$ cat src/motor_cmd_pkg.sv
// Constants for the serial motor command slave
package motor_cmd_pkg;
  localparam int unsigned CLK_HZ = 100_000_000;
  localparam int unsigned BAUD = 19200;
  localparam int unsigned BIT_CYCLES = CLK_HZ / BAUD;
  localparam int unsigned DATA_BITS = 8;
  localparam int unsigned SILENCE_S = 2;
  localparam int unsigned SILENCE_CYCLES = SILENCE_S * CLK_HZ;
  localparam logic [7:0] START_CHAR = 8'h23;
  localparam logic [7:0] PACKET_TERMINATOR = 8'h0D;
  localparam logic [7:0] STATUS_INQUIRY_COMMAND = 8'h24;
  localparam logic [7:0] ADDR_QUERY_CMD = 8'h4D;
  localparam logic [7:0] STORE_READ_CMD = 8'h5A;
  localparam logic [7:0] BROADCAST_ADDR = 8'hFF;
  localparam logic [7:0] ADDR_MIN = 8'h01;
  localparam logic [7:0] ADDR_MAX = 8'hF9;
  localparam logic [7:0] ASCII_ZERO = 8'h30;
  localparam int unsigned RX_DEPTH = 8;
  localparam int unsigned TX_DEPTH = 8;
endpackage

$ cat src/motor_cmd_slave.sv
// Command interpreter for the addressed serial motor protocol
// Operation
// - Packet is start char, address, command, then command data.
// - Packet ends with one terminator byte.
// - Characters are 8N1 framed.
// - Link runs at fixed 19200 baud.
// - Own address 1..249 selects this unit.
// - Address 255 selects every unit.
// - Only complete valid packets execute; faulty ones are dropped.
// - Each byte of a packet for this unit up to the eighth body byte, except start char and terminator, is echoed.
// - No echo for broadcast packets, except the command byte leading an address query answer.
// - Read answers append data after the echoed index digits, then terminator.
// - Gap over two seconds drops partial packet.
// - Status query answers address, command, status, terminator.
// - Status bits 0..3 ready, zero reached, error, profile end.
// - Bits 4..7 one-hot mode; clock-direction forces ready.
// - Address query answers address as three ASCII digits.
// - Stored-data read echoes address, command and index digits, then answers three ASCII data digits.
// - Unit transmits only in answer to a request.
`timescale 1ns/1ps
`default_nettype none
module motor_cmd_slave
  import motor_cmd_pkg::*;
#(
  parameter int unsigned SILENCE_CYC = SILENCE_CYCLES,
  parameter int unsigned BIT_CYC = BIT_CYCLES
)
(
  // Clock and reset
  input wire logic clk_i,
  input wire logic rstn_i,
  // Serial line
  input wire logic rxd_i,
  output logic txd_o,
  output logic tx_en_o,
  // Configuration
  input wire logic [7:0] unit_addr_i,
  // Status sources
  input wire logic ready_i,
  input wire logic zero_reached_i,
  input wire logic pos_error_i,
  input wire logic profile_end_i,
  input wire logic [3:0] mode_onehot_i,
  // Stored data port
  output logic [7:0] store_addr_o,
  input wire logic [7:0] store_data_i,
  // Events
  output logic packet_done_o,
  output logic packet_drop_o
);
  typedef enum logic [3:0] {
    R_IDLE = 4'b0001,
    R_ADDR = 4'b0010,
    R_BODY = 4'b0100,
    R_SKIP = 4'b1000
  } rx_state_e;

  logic rst_sync1_q, rst_n;
  logic rxd_s1_q, rxd_q;
  rx_state_e state_q;
  logic [15:0] rcnt_q;
  logic [3:0] rbit_q;
  logic [7:0] rshift_q;
  logic rx_busy_q, rx_stb_q;
  logic [7:0] rx_byte_q;
  logic [31:0] gap_q;
  logic bcast_q;
  logic [2:0] nbody_q;
  logic [7:0] body_q [RX_DEPTH];
  logic [7:0] txbuf_q [TX_DEPTH];
  logic [3:0] twr_q, trd_q;
  logic tx_ready, tx_busy;
  logic [7:0] store_idx;

  // Reset release through two flops
  always_ff @(posedge clk_i or negedge rstn_i)
  begin
    if (!rstn_i)
    begin
      rst_sync1_q <= 1'b0;
      rst_n <= 1'b0;
    end
    else
    begin
      rst_sync1_q <= 1'b1;
      rst_n <= rst_sync1_q;
    end
  end

  function automatic logic [7:0] digit(input logic [7:0] v, input int p);
    logic [7:0] d;
    d = (p == 2) ? v / 8'd100 : (p == 1) ? (v / 8'd10) % 8'd10 : v % 8'd10;
    return d + ASCII_ZERO;
  endfunction

  function automatic logic [7:0] ascii_val(input logic [7:0] c);
    return c - ASCII_ZERO;
  endfunction

  // Line sync; rxd_s1_q read only by rxd_q
  always_ff @(posedge clk_i or negedge rst_n)
  begin
    if (!rst_n)
    begin
      rxd_s1_q <= 1'b1;
      rxd_q <= 1'b1;
    end
    else
    begin
      rxd_s1_q <= rxd_i;
      rxd_q <= rxd_s1_q;
    end
  end

  always_ff @(posedge clk_i or negedge rst_n)
  begin
    if (!rst_n)
    begin
      rx_busy_q <= 1'b0;
      rcnt_q <= 16'h0000;
      rbit_q <= 4'h0;
      rshift_q <= 8'h00;
      rx_stb_q <= 1'b0;
      rx_byte_q <= 8'h00;
    end
    else
    begin
      rx_stb_q <= 1'b0;
      if (!rx_busy_q)
      begin
        if (!rxd_q)
        begin
          rx_busy_q <= 1'b1;
          rcnt_q <= 16'(BIT_CYC / 2);
          rbit_q <= 4'h0;
        end
      end
      else if (rcnt_q == 16'(BIT_CYC - 1))
      begin
        rcnt_q <= 16'h0000;
        rbit_q <= rbit_q + 4'h1;
        if (rbit_q == 4'h0 && rxd_q)
          rx_busy_q <= 1'b0;
        else if (rbit_q >= 4'h1 && rbit_q <= 4'h8)
          rshift_q <= {rxd_q, rshift_q[7:1]};
        else if (rbit_q == 4'h9)
        begin
          // Bad stop bit drops the character
          rx_busy_q <= 1'b0;
          rx_stb_q <= rxd_q;
          rx_byte_q <= rshift_q;
        end
      end
      else
        rcnt_q <= rcnt_q + 16'h0001;
    end
  end

  logic addr_own, addr_bc, do_exec;
  logic [2:0] need;
  assign addr_own = rx_byte_q == unit_addr_i && unit_addr_i >= ADDR_MIN
                    && unit_addr_i <= ADDR_MAX;
  assign addr_bc = rx_byte_q == BROADCAST_ADDR;
  assign need = (body_q[0] == STORE_READ_CMD) ? 3'd4 : 3'd1;

  always_ff @(posedge clk_i or negedge rst_n)
  begin
    if (!rst_n)
    begin
      state_q <= R_IDLE;
      bcast_q <= 1'b0;
      nbody_q <= 3'd0;
      gap_q <= 32'h0000_0000;
      packet_drop_o <= 1'b0;
    end
    else
    begin
      packet_drop_o <= 1'b0;
      if (rx_stb_q || state_q == R_IDLE)
        gap_q <= 32'h0000_0000;
      else
        gap_q <= gap_q + 32'h0000_0001;
      if (state_q != R_IDLE && !rx_stb_q
          && gap_q >= 32'(SILENCE_CYC))
      begin
        state_q <= R_IDLE;
        packet_drop_o <= 1'b1;
      end
      else if (rx_stb_q)
      begin
        case (state_q)
          R_IDLE:
            if (rx_byte_q == START_CHAR)
              state_q <= R_ADDR;
          R_ADDR:
          begin
            bcast_q <= addr_bc;
            nbody_q <= 3'd0;
            state_q <= (addr_own || addr_bc) ? R_BODY : R_SKIP;
          end
          R_BODY:
            if (rx_byte_q == PACKET_TERMINATOR)
              state_q <= R_IDLE;
            else if (nbody_q == 3'(RX_DEPTH - 1))
            begin
              state_q <= R_SKIP;
              packet_drop_o <= 1'b1;
            end
            else
              nbody_q <= nbody_q + 3'd1;
          R_SKIP:
            if (rx_byte_q == PACKET_TERMINATOR)
              state_q <= R_IDLE;
          default:
            state_q <= R_IDLE;
        endcase
      end
    end
  end

  always_ff @(posedge clk_i or negedge rst_n)
  begin
    if (!rst_n)
      for (int i = 0; i < RX_DEPTH; i++)
        body_q[i] <= 8'h00;
    else if (rx_stb_q && state_q == R_BODY)
      body_q[nbody_q] <= rx_byte_q;
  end

  // execute only a complete, well-sized packet
  assign do_exec = rx_stb_q && state_q == R_BODY
                   && rx_byte_q == PACKET_TERMINATOR && nbody_q == need
                   && (body_q[0] == STATUS_INQUIRY_COMMAND
                       || body_q[0] == ADDR_QUERY_CMD
                       || body_q[0] == STORE_READ_CMD);
  assign store_idx = 8'(ascii_val(body_q[1]) * 8'd100
                     + ascii_val(body_q[2]) * 8'd10 + ascii_val(body_q[3]));
  assign tx_en_o = tx_busy || (trd_q != twr_q);

  logic [7:0] status_b;
  assign status_b = {mode_onehot_i, profile_end_i, pos_error_i,
                     zero_reached_i, ready_i | mode_onehot_i[3]};

  // answer queue fed only by host packets
  always_ff @(posedge clk_i or negedge rst_n)
  begin
    if (!rst_n)
    begin
      twr_q <= 4'h0;
      trd_q <= 4'h0;
      packet_done_o <= 1'b0;
      store_addr_o <= 8'h00;
      for (int i = 0; i < TX_DEPTH; i++)
        txbuf_q[i] <= 8'h00;
    end
    else
    begin
      packet_done_o <= do_exec;
      if (tx_ready && trd_q != twr_q)
        trd_q <= trd_q + 4'h1;
      store_addr_o <= store_idx;
      // echo bytes; not on broadcast
      // Own address byte echoed too; broadcast and foreign stay silent
      if (rx_stb_q && twr_q - trd_q < 4'h7
          && ((state_q == R_ADDR && addr_own && !addr_bc)
              || (state_q == R_BODY && !bcast_q && !do_exec
                  && rx_byte_q != PACKET_TERMINATOR)))
      begin
        txbuf_q[twr_q[2:0]] <= rx_byte_q;
        twr_q <= twr_q + 4'h1;
      end
      else if (do_exec && !bcast_q && body_q[0] == STATUS_INQUIRY_COMMAND)
      begin
        txbuf_q[twr_q[2:0]] <= status_b;
        txbuf_q[3'(twr_q[2:0] + 3'd1)] <= PACKET_TERMINATOR;
        twr_q <= twr_q + 4'h2;
      end
      else if (do_exec && body_q[0] == ADDR_QUERY_CMD)
      begin
        // address as three digits, command echo included
        txbuf_q[twr_q[2:0]] <= body_q[0];
        txbuf_q[3'(twr_q[2:0] + 3'd1)] <= digit(unit_addr_i, 2);
        txbuf_q[3'(twr_q[2:0] + 3'd2)] <= digit(unit_addr_i, 1);
        txbuf_q[3'(twr_q[2:0] + 3'd3)] <= digit(unit_addr_i, 0);
        txbuf_q[3'(twr_q[2:0] + 3'd4)] <= PACKET_TERMINATOR;
        twr_q <= twr_q + 4'h5;
      end
      else if (do_exec && !bcast_q && body_q[0] == STORE_READ_CMD)
      begin
        txbuf_q[twr_q[2:0]] <= digit(store_data_i, 2);
        txbuf_q[3'(twr_q[2:0] + 3'd1)] <= digit(store_data_i, 1);
        txbuf_q[3'(twr_q[2:0] + 3'd2)] <= digit(store_data_i, 0);
        txbuf_q[3'(twr_q[2:0] + 3'd3)] <= PACKET_TERMINATOR;
        twr_q <= twr_q + 4'h4;
      end
    end
  end

  uart_tx_byte #(.BIT_CYC(BIT_CYC)) u_tx (
    .clk_i(clk_i),
    .rst_n_i(rst_n),
    .valid_i(trd_q != twr_q),
    .data_i(txbuf_q[trd_q[2:0]]),
    .ready_o(tx_ready),
    .txd_o(txd_o),
    .busy_o(tx_busy)
  );

  chk_foreign_no_exec: assert property (
    @(posedge clk_i) disable iff (!rst_n)
    state_q == R_SKIP |-> !do_exec) else $error("skip packet executed");
  chk_bcast_no_echo: assert property (
    @(posedge clk_i) disable iff (!rst_n)
    rx_stb_q && bcast_q && state_q == R_BODY && body_q[0] != ADDR_QUERY_CMD
    |=> twr_q == $past(twr_q)) else $error("broadcast echoed");
  chk_gap_drop: assert property (
    @(posedge clk_i) disable iff (!rst_n)
    state_q != R_IDLE && !rx_stb_q && gap_q >= 32'(SILENCE_CYC)
    |=> state_q == R_IDLE) else $error("gap not dropped");
  chk_quiet_tx: assert property (
    @(posedge clk_i) disable iff (!rst_n)
    !tx_en_o |-> txd_o) else $error("line driven while idle");
  chk_idle_stray: assert property (
    @(posedge clk_i) disable iff (!rst_n)
    state_q == R_IDLE && rx_stb_q && rx_byte_q != START_CHAR
    |=> state_q == R_IDLE) else $error("stray byte accepted");
  chk_echo_queued: assert property (
    @(posedge clk_i) disable iff (!rst_n)
    rx_stb_q && !bcast_q && state_q == R_BODY && !do_exec
    && rx_byte_q != PACKET_TERMINATOR && twr_q - trd_q < 4'h7
    |=> twr_q == $past(twr_q) + 4'h1) else $error("echo missing");
  chk_addr_echo: assert property (
    @(posedge clk_i) disable iff (!rst_n)
    rx_stb_q && state_q == R_ADDR && addr_own && twr_q == trd_q
    |=> twr_q == $past(twr_q) + 4'h1) else $error("address not echoed");
  chk_done_pulse: assert property (
    @(posedge clk_i) disable iff (!rst_n)
    do_exec |=> packet_done_o ##1 !packet_done_o) else $error("done wrong");
  chk_term_idle: assert property (
    @(posedge clk_i) disable iff (!rst_n)
    rx_stb_q && state_q == R_BODY && rx_byte_q == PACKET_TERMINATOR
    |=> state_q == R_IDLE) else $error("terminator missed");
  cov_exec: cover property (@(posedge clk_i) do_exec);
  cov_drop: cover property (@(posedge clk_i) packet_drop_o);
  cov_skip: cover property (@(posedge clk_i) state_q == R_SKIP);
endmodule
`default_nettype wire

$ cat src/uart_tx_byte.sv
// Serial byte transmitter, 8N1
`timescale 1ns/1ps
`default_nettype none
module uart_tx_byte
  import motor_cmd_pkg::*;
#(
  parameter int unsigned BIT_CYC = BIT_CYCLES
)
(
  // Clock and reset
  input wire logic clk_i,
  input wire logic rst_n_i,
  // Byte in
  input wire logic valid_i,
  input wire logic [7:0] data_i,
  output logic ready_o,
  // Line
  output logic txd_o,
  output logic busy_o
);
  logic [9:0] shift_q;
  logic [3:0] bits_q;
  logic [15:0] cnt_q;

  assign ready_o = (bits_q == 4'h0);
  assign busy_o = !ready_o;

  always_ff @(posedge clk_i or negedge rst_n_i)
  begin
    if (!rst_n_i)
    begin
      shift_q <= 10'h3FF;
      bits_q <= 4'h0;
      cnt_q <= 16'h0000;
      txd_o <= 1'b1;
    end
    else if (bits_q == 4'h0)
    begin
      txd_o <= 1'b1;
      if (valid_i)
      begin
        shift_q <= {1'b1, data_i, 1'b0};
        bits_q <= 4'hA;
        cnt_q <= 16'h0000;
      end
    end
    else
    begin
      txd_o <= shift_q[0];
      if (cnt_q == 16'(BIT_CYC - 1))
      begin
        cnt_q <= 16'h0000;
        shift_q <= {1'b1, shift_q[9:1]};
        bits_q <= bits_q - 4'h1;
      end
      else
      begin
        cnt_q <= cnt_q + 16'h0001;
      end
    end
  end
endmodule
`default_nettype wire
$ cat config.mk
export PLATFORM = sky130hd
export DESIGN_NAME = motor_cmd_slave
export DESIGN_NICKNAME = d
export VERILOG_FILES = /design/src/motor_cmd_pkg.sv /design/src/motor_cmd_slave.sv /design/src/uart_tx_byte.sv
export SDC_FILE = /design/constraint.sdc
export NUM_CORES = 1
export LEC_CHECK = 0
export ABC_CLOCK_PERIOD_IN_PS = 6600
export BUFFER_PORTS_ARGS = -buffer_cell sky130_fd_sc_hd__buf_2
export CAP_MARGIN = 20
export CORE_ASPECT_RATIO = 0.75
export CORE_MARGIN = 2
export CORE_UTILIZATION = 30
export CTS_CLUSTER_DIAMETER = 50
export CTS_CLUSTER_SIZE = 30
export DETAILED_ROUTE_END_ITERATION = 10
export HOLD_SLACK_MARGIN = 0.15
export SYNTH_ARGS = -nofsm -noshare
export SYNTH_HDL_FRONTEND = slang
export SYNTH_HIERARCHICAL = 1
export SYNTH_SLANG_ARGS = --single-unit
$ cat constraint.sdc
create_clock -name clk_i -period 6.6 [get_ports clk_i]
set_input_delay 1.65 -clock clk_i [delete_from_list [all_inputs] [get_ports clk_i]]
set_output_delay 1.65 -clock clk_i [all_outputs]
set_load 0.05 [all_outputs]
Yosys cells after proc, flatten, opt, wreduce, memory -nomap -nowiden. Cells that the tools add are included. Widths: inputs -> output; s select.

Bits in registers: 259. Bits of input ports: 27. Output and inout bits: 12. Logic and storage cells: 272.

$add $sub $neg: 27. Multipliers: 2. Divide/modulo/power cells: 8. Magnitude comparators: 19. Equality and inequality tests: 27. Multiplexer cells: 78. Bitwise operators: 20. Reduce and logical (&&, ||, !) cells: 52.

Operators by type and width (count): $bwmux 64 (10); $mux 64 (4); $demux 8 s3 (6); $and 40x40->40 (3); $not 40->40 (3); $mux 16 (6); $or 24x24->24 (3); $mux 4 (17); $mux 8 (8); $add 8x6->8 const B (6); $add 16x1->16 const B (2); $add 32x1->32 const B (1); $eq 16x13->1 const B (2); $ge 32x28->1 const B (1); $mod 8x4->8 const B (4); $mux 32 (1); $mux 10 (3); $ge 4x4->1 const B (7); $logic_and 1x1->1 (28); $not 3->4 (7); $bmux 8 s3 (1); $lt 4x1->1 const B (6); $sub 8x6->8 const B (3); $mux 1 (17); 51 further kinds (84).

Logic depth before layout (Yosys ltp).
Depth in word-level cells: 13. Depth in mapped cells: 22.

Hierarchy. The synthesis kept the hierarchy.

Modules (own cells, without submodules): motor_cmd_slave (times used 1, cells each 2277, area an instance 17561.8 µm²); uart_tx_byte (times used 1, cells each 171, area an instance 1735.4 µm²).

Worst setup path before layout. No wires, ideal clock.

Kind: in2reg. Start point: input port unit_addr_i[6]. End point: register txbuf_q[14] (netlist name). Arrival: 5.571 ns. Required time: 6.479 ns. Setup slack: 0.908 ns. Stages: 18. Cell sequence: buf_2 > buf_4 > or2_2 > o22ai_1 > inv_1 > ha_1 > o2111ai_1 > o211ai_1 > o21ai_0 > o21a_1 > mux2i_1 > inv_1 > ha_1 > o311ai_1 > a2111oi_0 > o21ai_0 > a21oi_1 > o22a_1.

Word-level cells in the longest chain between the ends: 9.

Ends and longest elaborated chain: start: declaration (line motor_cmd_slave.sv:37) `input wire logic [7:0] unit_addr_i,`; $div 8x4->8 or $div 8x7->8 (tied branches); $mod 8x4->8 or $add 8x6->8 (tied branches); $add 8x6->8 or $bwmux 64 (tied branches) (line motor_cmd_slave.sv:93, motor_cmd_slave.sv:282); $bwmux 64 (line motor_cmd_slave.sv:283) `txbuf_q[3'(twr_q[2:0] + 3'd2)] <= digit(unit_addr_i, 1);`; $bwmux 64 (line motor_cmd_slave.sv:284) `txbuf_q[3'(twr_q[2:0] + 3'd3)] <= digit(unit_addr_i, 0);`; $and 40x40->40 (no source line); $mux 64 (line motor_cmd_slave.sv:278) `else if (do_exec && body_q[0] == ADDR_QUERY_CMD)`; $mux 64 (line motor_cmd_slave.sv:272) `else if (do_exec && !bcast_q && body_q[0] == STATUS_INQUIRY_COMMAND)`; $mux 64 (line motor_cmd_slave.sv:264) `if (rx_stb_q && twr_q - trd_q < 4'h7`; end signal: indexed assignment (line motor_cmd_slave.sv:274) `txbuf_q[twr_q[2:0]] <= status_b;`; end signal: indexed assignment (line motor_cmd_slave.sv:281) `txbuf_q[twr_q[2:0]] <= body_q[0];`; end signal: indexed assignment (line motor_cmd_slave.sv:282) `txbuf_q[3'(twr_q[2:0] + 3'd1)] <= digit(unit_addr_i, 2);`; end: declaration (line motor_cmd_slave.sv:70) `logic [7:0] txbuf_q [TX_DEPTH];`.

Several ways; a longest one is shown, not always the timed one. A chain may end at the register's enable or synchronous reset.

Worst setup path after layout.
Start point: input port unit_addr_i[4]. End point: register txbuf_q[29] (netlist name).

Same word-level chain as after synthesis.

==> flow_summary.json <==
{
  "synth_async_sr_flop_share_pct": 100,
  "num-nets-final": 2505,
  "count_of_flip_flops_with_a_built_in_enable_after_synthesis": 0,
  "timing_worst_slew_pin_value_ns": 1.16,
  "timing.reg2reg.setup_slack_ns": 2.01,
  "number_of_global_route_vias_before_repair": 18149,
  "drt-initial-drc-count": 3228,
  "post_synthesis_register_bit_count": 223,
  "core_region_area_um2": 63600,
  "instances_no_fill": 3304,
  "grt_usage_pct": 22.7,
  "number_of_inserted_filler_cells_in_the_final_layout": 6620,
  "die-area_um2": 66400,
  "pwr-share-clk_pct": 43.9,
  "ir_worst_vdd_mv": 0.188,
  "grt_max_degree": 158,
  "start_kind": "input pin",
  "antenna_violations_before_repair": 4,
  "cts_setup_buffers": 0,
  "root_buffer": "sky130_fd_sc_hd__clkbuf_16",
  "placedCellCount": 3245,
  "combinationalPowerShare_pct": 17.8,
  "cts.clk_slew.worst_paths_ns": 0.07,
  "max-slew-margin-rel_pct": 22.6,
  "clk_path_buf_depth": 3,
  "maxClockFrequency_mhz": 179,
  "status": "complete, no violations",
  "arrival_ns": 6.04,
  "floorplan.die.height_um": 224,
  "detail_route.first_pass.iterations": 7,
  "worst-setup-path-type": "in2reg",
  "postSynthAreaPerCell_um2": 7.88,
  "cp.required_ns": 7.07,
  "final_clock_skew_ns": 0.0256,
  "synth.lib_cells_used.distinct": 120,
  "synth-warning-count": 6,
  "count_of_h_tree_levels_built_during_cts": 1,
  "synth_seq_area_share_pct": 29.0,
  "clkSinkCount": 223,
  "drive_gt1_share_pct": 12.4,
  "net-switching-power_mw": 1.30,
  "leakage_nw": 8.70,
  "layout.cells.most_common_list": "sky130_fd_sc_hd__nand2_1, sky130_fd_sc_hd__dfrtp_1, sky130_fd_sc_hd__nor2_1",
  "hold_viol": 0,
  "setup_viol": 0,
  "syn_area_um2": 19300,
  "final_common_cell": "sky130_fd_sc_hd__nand2_1",
  "cts_inserted_buffers": 28,
  "cts_tree": "yes",
  "chipWidth_um": 297,
  "holdCritPathClass": "reg2reg",
  "synthesis.instances": 2448,
  "place_hpwl_mm": 53.0,
  "cellInternalPower_mw": 2.44,
  "setup_repair_after_global_routing_missed_its_margin": "no",
  "power_density_nw_per_um2": 175,
  "start_util_pct": 30.4,
  "floorplan.rows": 80,
  "power.switching_fraction_pct": 34.7,
  "area_growth_syn_to_layout_pct": 10.8,
  "synth_flop_cell": "sky130_fd_sc_hd__dfrtp_1",
  "io-pin-count": 39,
  "post_cts.resized_instances": 0,
  "wirelength_mm": 78.8,
  "path_max_fanout": 25,
  "vias": 20607,
  "final_core_utilization_pct": 33.6,
  "wire_per_inst_um": 23.9,
  "grt-ovfl-total": 0,
  "portion_of_total_power_attributed_to_sequential_cells_pct": 38.3,
  "maxCapViolations": 0,
  "viasPerCell": 6.24,
  "drtAntennaViolNets": 0,
  "placement.io_buffers": 38,
  "grt_first_pass_wirelength_mm": 117,
  "timing.final.crit_share_pct": 84.4,
  "final_period_minus_worst_setup_slack_ns": 5.57,
  "timing_max_transition_violations_final": 0,
  "endpoint_kind": "flop",
  "clock_insertion_delay_worst_skew_ns": 0.60,
  "post_cts_hold_buffers": 0,
  "setup-tns-final_ns": 0,
  "post-route-drc-count": 0,
  "finalWeightedCongestion": 1.09
}
## final cells by class
| type | instances | area (µm²) | area share, % |
|---|---|---|---|
| Multi-Input combinational cell | 1988 | 12700 | 59.5 |
| Sequential cell | 223 | 5600 | 26.2 |
| Tap cell | 861 | 1080 | 5.04 |
| Clock buffer | 30 | 728 | 3.41 |
| Timing Repair Buffer | 106 | 717 | 3.35 |
| Inverter | 68 | 268 | 1.25 |
| Clock inverter | 22 | 262 | 1.22 |
| Antenna cell | 6 | 15.0 | 0.0702 |
## power groups by stage
stage / clock (mW) / sequential [mW] / combinational [mW]
floorplan: 0 / 1.46 / 0.343
global placement: 0 / 1.46 / 0.607
detailed placement: 0 / 1.46 / 0.607
CTS: 1.67 / 1.43 / 0.609
global route: 1.73 / 1.44 / 0.682
finish: 1.65 / 1.43 / 0.665
## worst max-delay path, cell delays in order
cell and delay [ns]:
sky130_fd_sc_hd__buf_2 0.38, sky130_fd_sc_hd__buf_4 0.26, sky130_fd_sc_hd__nand4b_1 0.10, sky130_fd_sc_hd__o221a_2 0.16
sky130_fd_sc_hd__nand2_1 0.16, sky130_fd_sc_hd__ha_1 0.34, sky130_fd_sc_hd__o2111ai_1 0.14, sky130_fd_sc_hd__o211ai_1 0.25
sky130_fd_sc_hd__o21ai_0 0.25, sky130_fd_sc_hd__o21a_1 0.29, sky130_fd_sc_hd__mux2i_1 0.20, sky130_fd_sc_hd__inv_1 0.21
sky130_fd_sc_hd__ha_1 0.66, sky130_fd_sc_hd__nor2_1 0.10, sky130_fd_sc_hd__o21ai_0 0.20, sky130_fd_sc_hd__o21ai_0 0.11
sky130_fd_sc_hd__a31oi_1 0.19, sky130_fd_sc_hd__o22ai_1 0.10, sky130_fd_sc_hd__a31oi_1 0.17, sky130_fd_sc_hd__o21ai_0 0.10
## per-layer routing
layer	GRT usage [%]	share of wire, %	wire length (µm)	vias up
met5	1.59	0.28	224	-
met4	10.2	5.7	4490	12
met3	11.5	16	12800	333
met2	28.3	36	28200	1494
met1	31.7	42	33100	9702
li1	-	-	-	9066
## flip-flops by register name, summed over array words and instances (netlist names), 8 cells and up
register / count
rx_byte_q: 8
rcnt_q: 16
rshift_q: 8
store_addr_o: 8
txbuf_q: 64
body_q: 29
u_tx/cnt_q: 16
u_tx/shift_q: 9
gap_q: 32
## Yosys cell counts, types with 32 or more instances
library cell,count,area [µm²]
sky130_fd_sc_hd__o21ai_0,176,881
sky130_fd_sc_hd__a31oi_1,44,275
sky130_fd_sc_hd__buf_2,34,170
sky130_fd_sc_hd__nand2b_1,35,219
sky130_fd_sc_hd__nand2_1,369,1390
sky130_fd_sc_hd__ha_1,55,688
sky130_fd_sc_hd__inv_1,64,240
sky130_fd_sc_hd__xnor2_1,45,394
sky130_fd_sc_hd__xor2_1,35,307
sky130_fd_sc_hd__o211ai_1,62,465
sky130_fd_sc_hd__dfrtp_1,210,5260
sky130_fd_sc_hd__o22ai_1,32,200
sky130_fd_sc_hd__nor3_1,48,240
sky130_fd_sc_hd__clkbuf_1,108,405
sky130_fd_sc_hd__nor2_1,206,773
sky130_fd_sc_hd__a21oi_1,174,871
sky130_fd_sc_hd__mux2_2,41,462
sky130_fd_sc_hd__nand3_1,88,440
sky130_fd_sc_hd__and3_1,36,225
## worst paths after layout
check / start / end / cells after the start
worst max-delay path: unit_addr_i[4] / txbuf_q[29] / 20
max in group asynchronous: rst_n / u_tx/cnt_q[12] / 1
worst min register to register: rst_sync1_q / rst_n / 0
min in group asynchronous: rst_n / rcnt_q[4] / 0
worst min-delay path: rst_sync1_q / rst_n / 0
worst max register to register: body_q[60] / txbuf_q[44] / 11
## metrics by stage
| stage | hold WS (ns) | power, mW | setup slack, ns | area [µm²] |
|---|---|---|---|---|
| 6_report | 0.349 | 3.74 | 1.03 | 21400 |
| 5_1_grt | 0.354 | 3.85 | 0.687 | 21400 |
| 4_1_cts | 0.352 | 3.71 | 1.20 | 21400 |
| 3_5_place_dp | 0.338 | 2.07 | 0.614 | 20400 |
| 3_3_place_gp | 0.334 | 2.07 | 0.628 | 20400 |
| 2_1_floorplan | 0.331 | 1.80 | 0.908 | 19300 |
## cell families (layout without fill, tap and decap cells)
| family | Yosys count | in the layout | synth area share [%] |
|---|---|---|---|
| DFF | 223 | 223 | 29.0 |
| other | 1 | 11 | 0.0194 |
| buffers and inverters | 241 | 226 | 5.43 |
| muxes | 75 | 75 | 5.39 |
| and+or+nand+nor | 963 | 963 | 24.0 |
| xor gates and xnor gates | 82 | 82 | 3.80 |
| AOI/OAI and AO/OA | 797 | 797 | 27.8 |
| adders and majority gates | 66 | 66 | 4.56 |
Power figures use the tool's default switching activity.
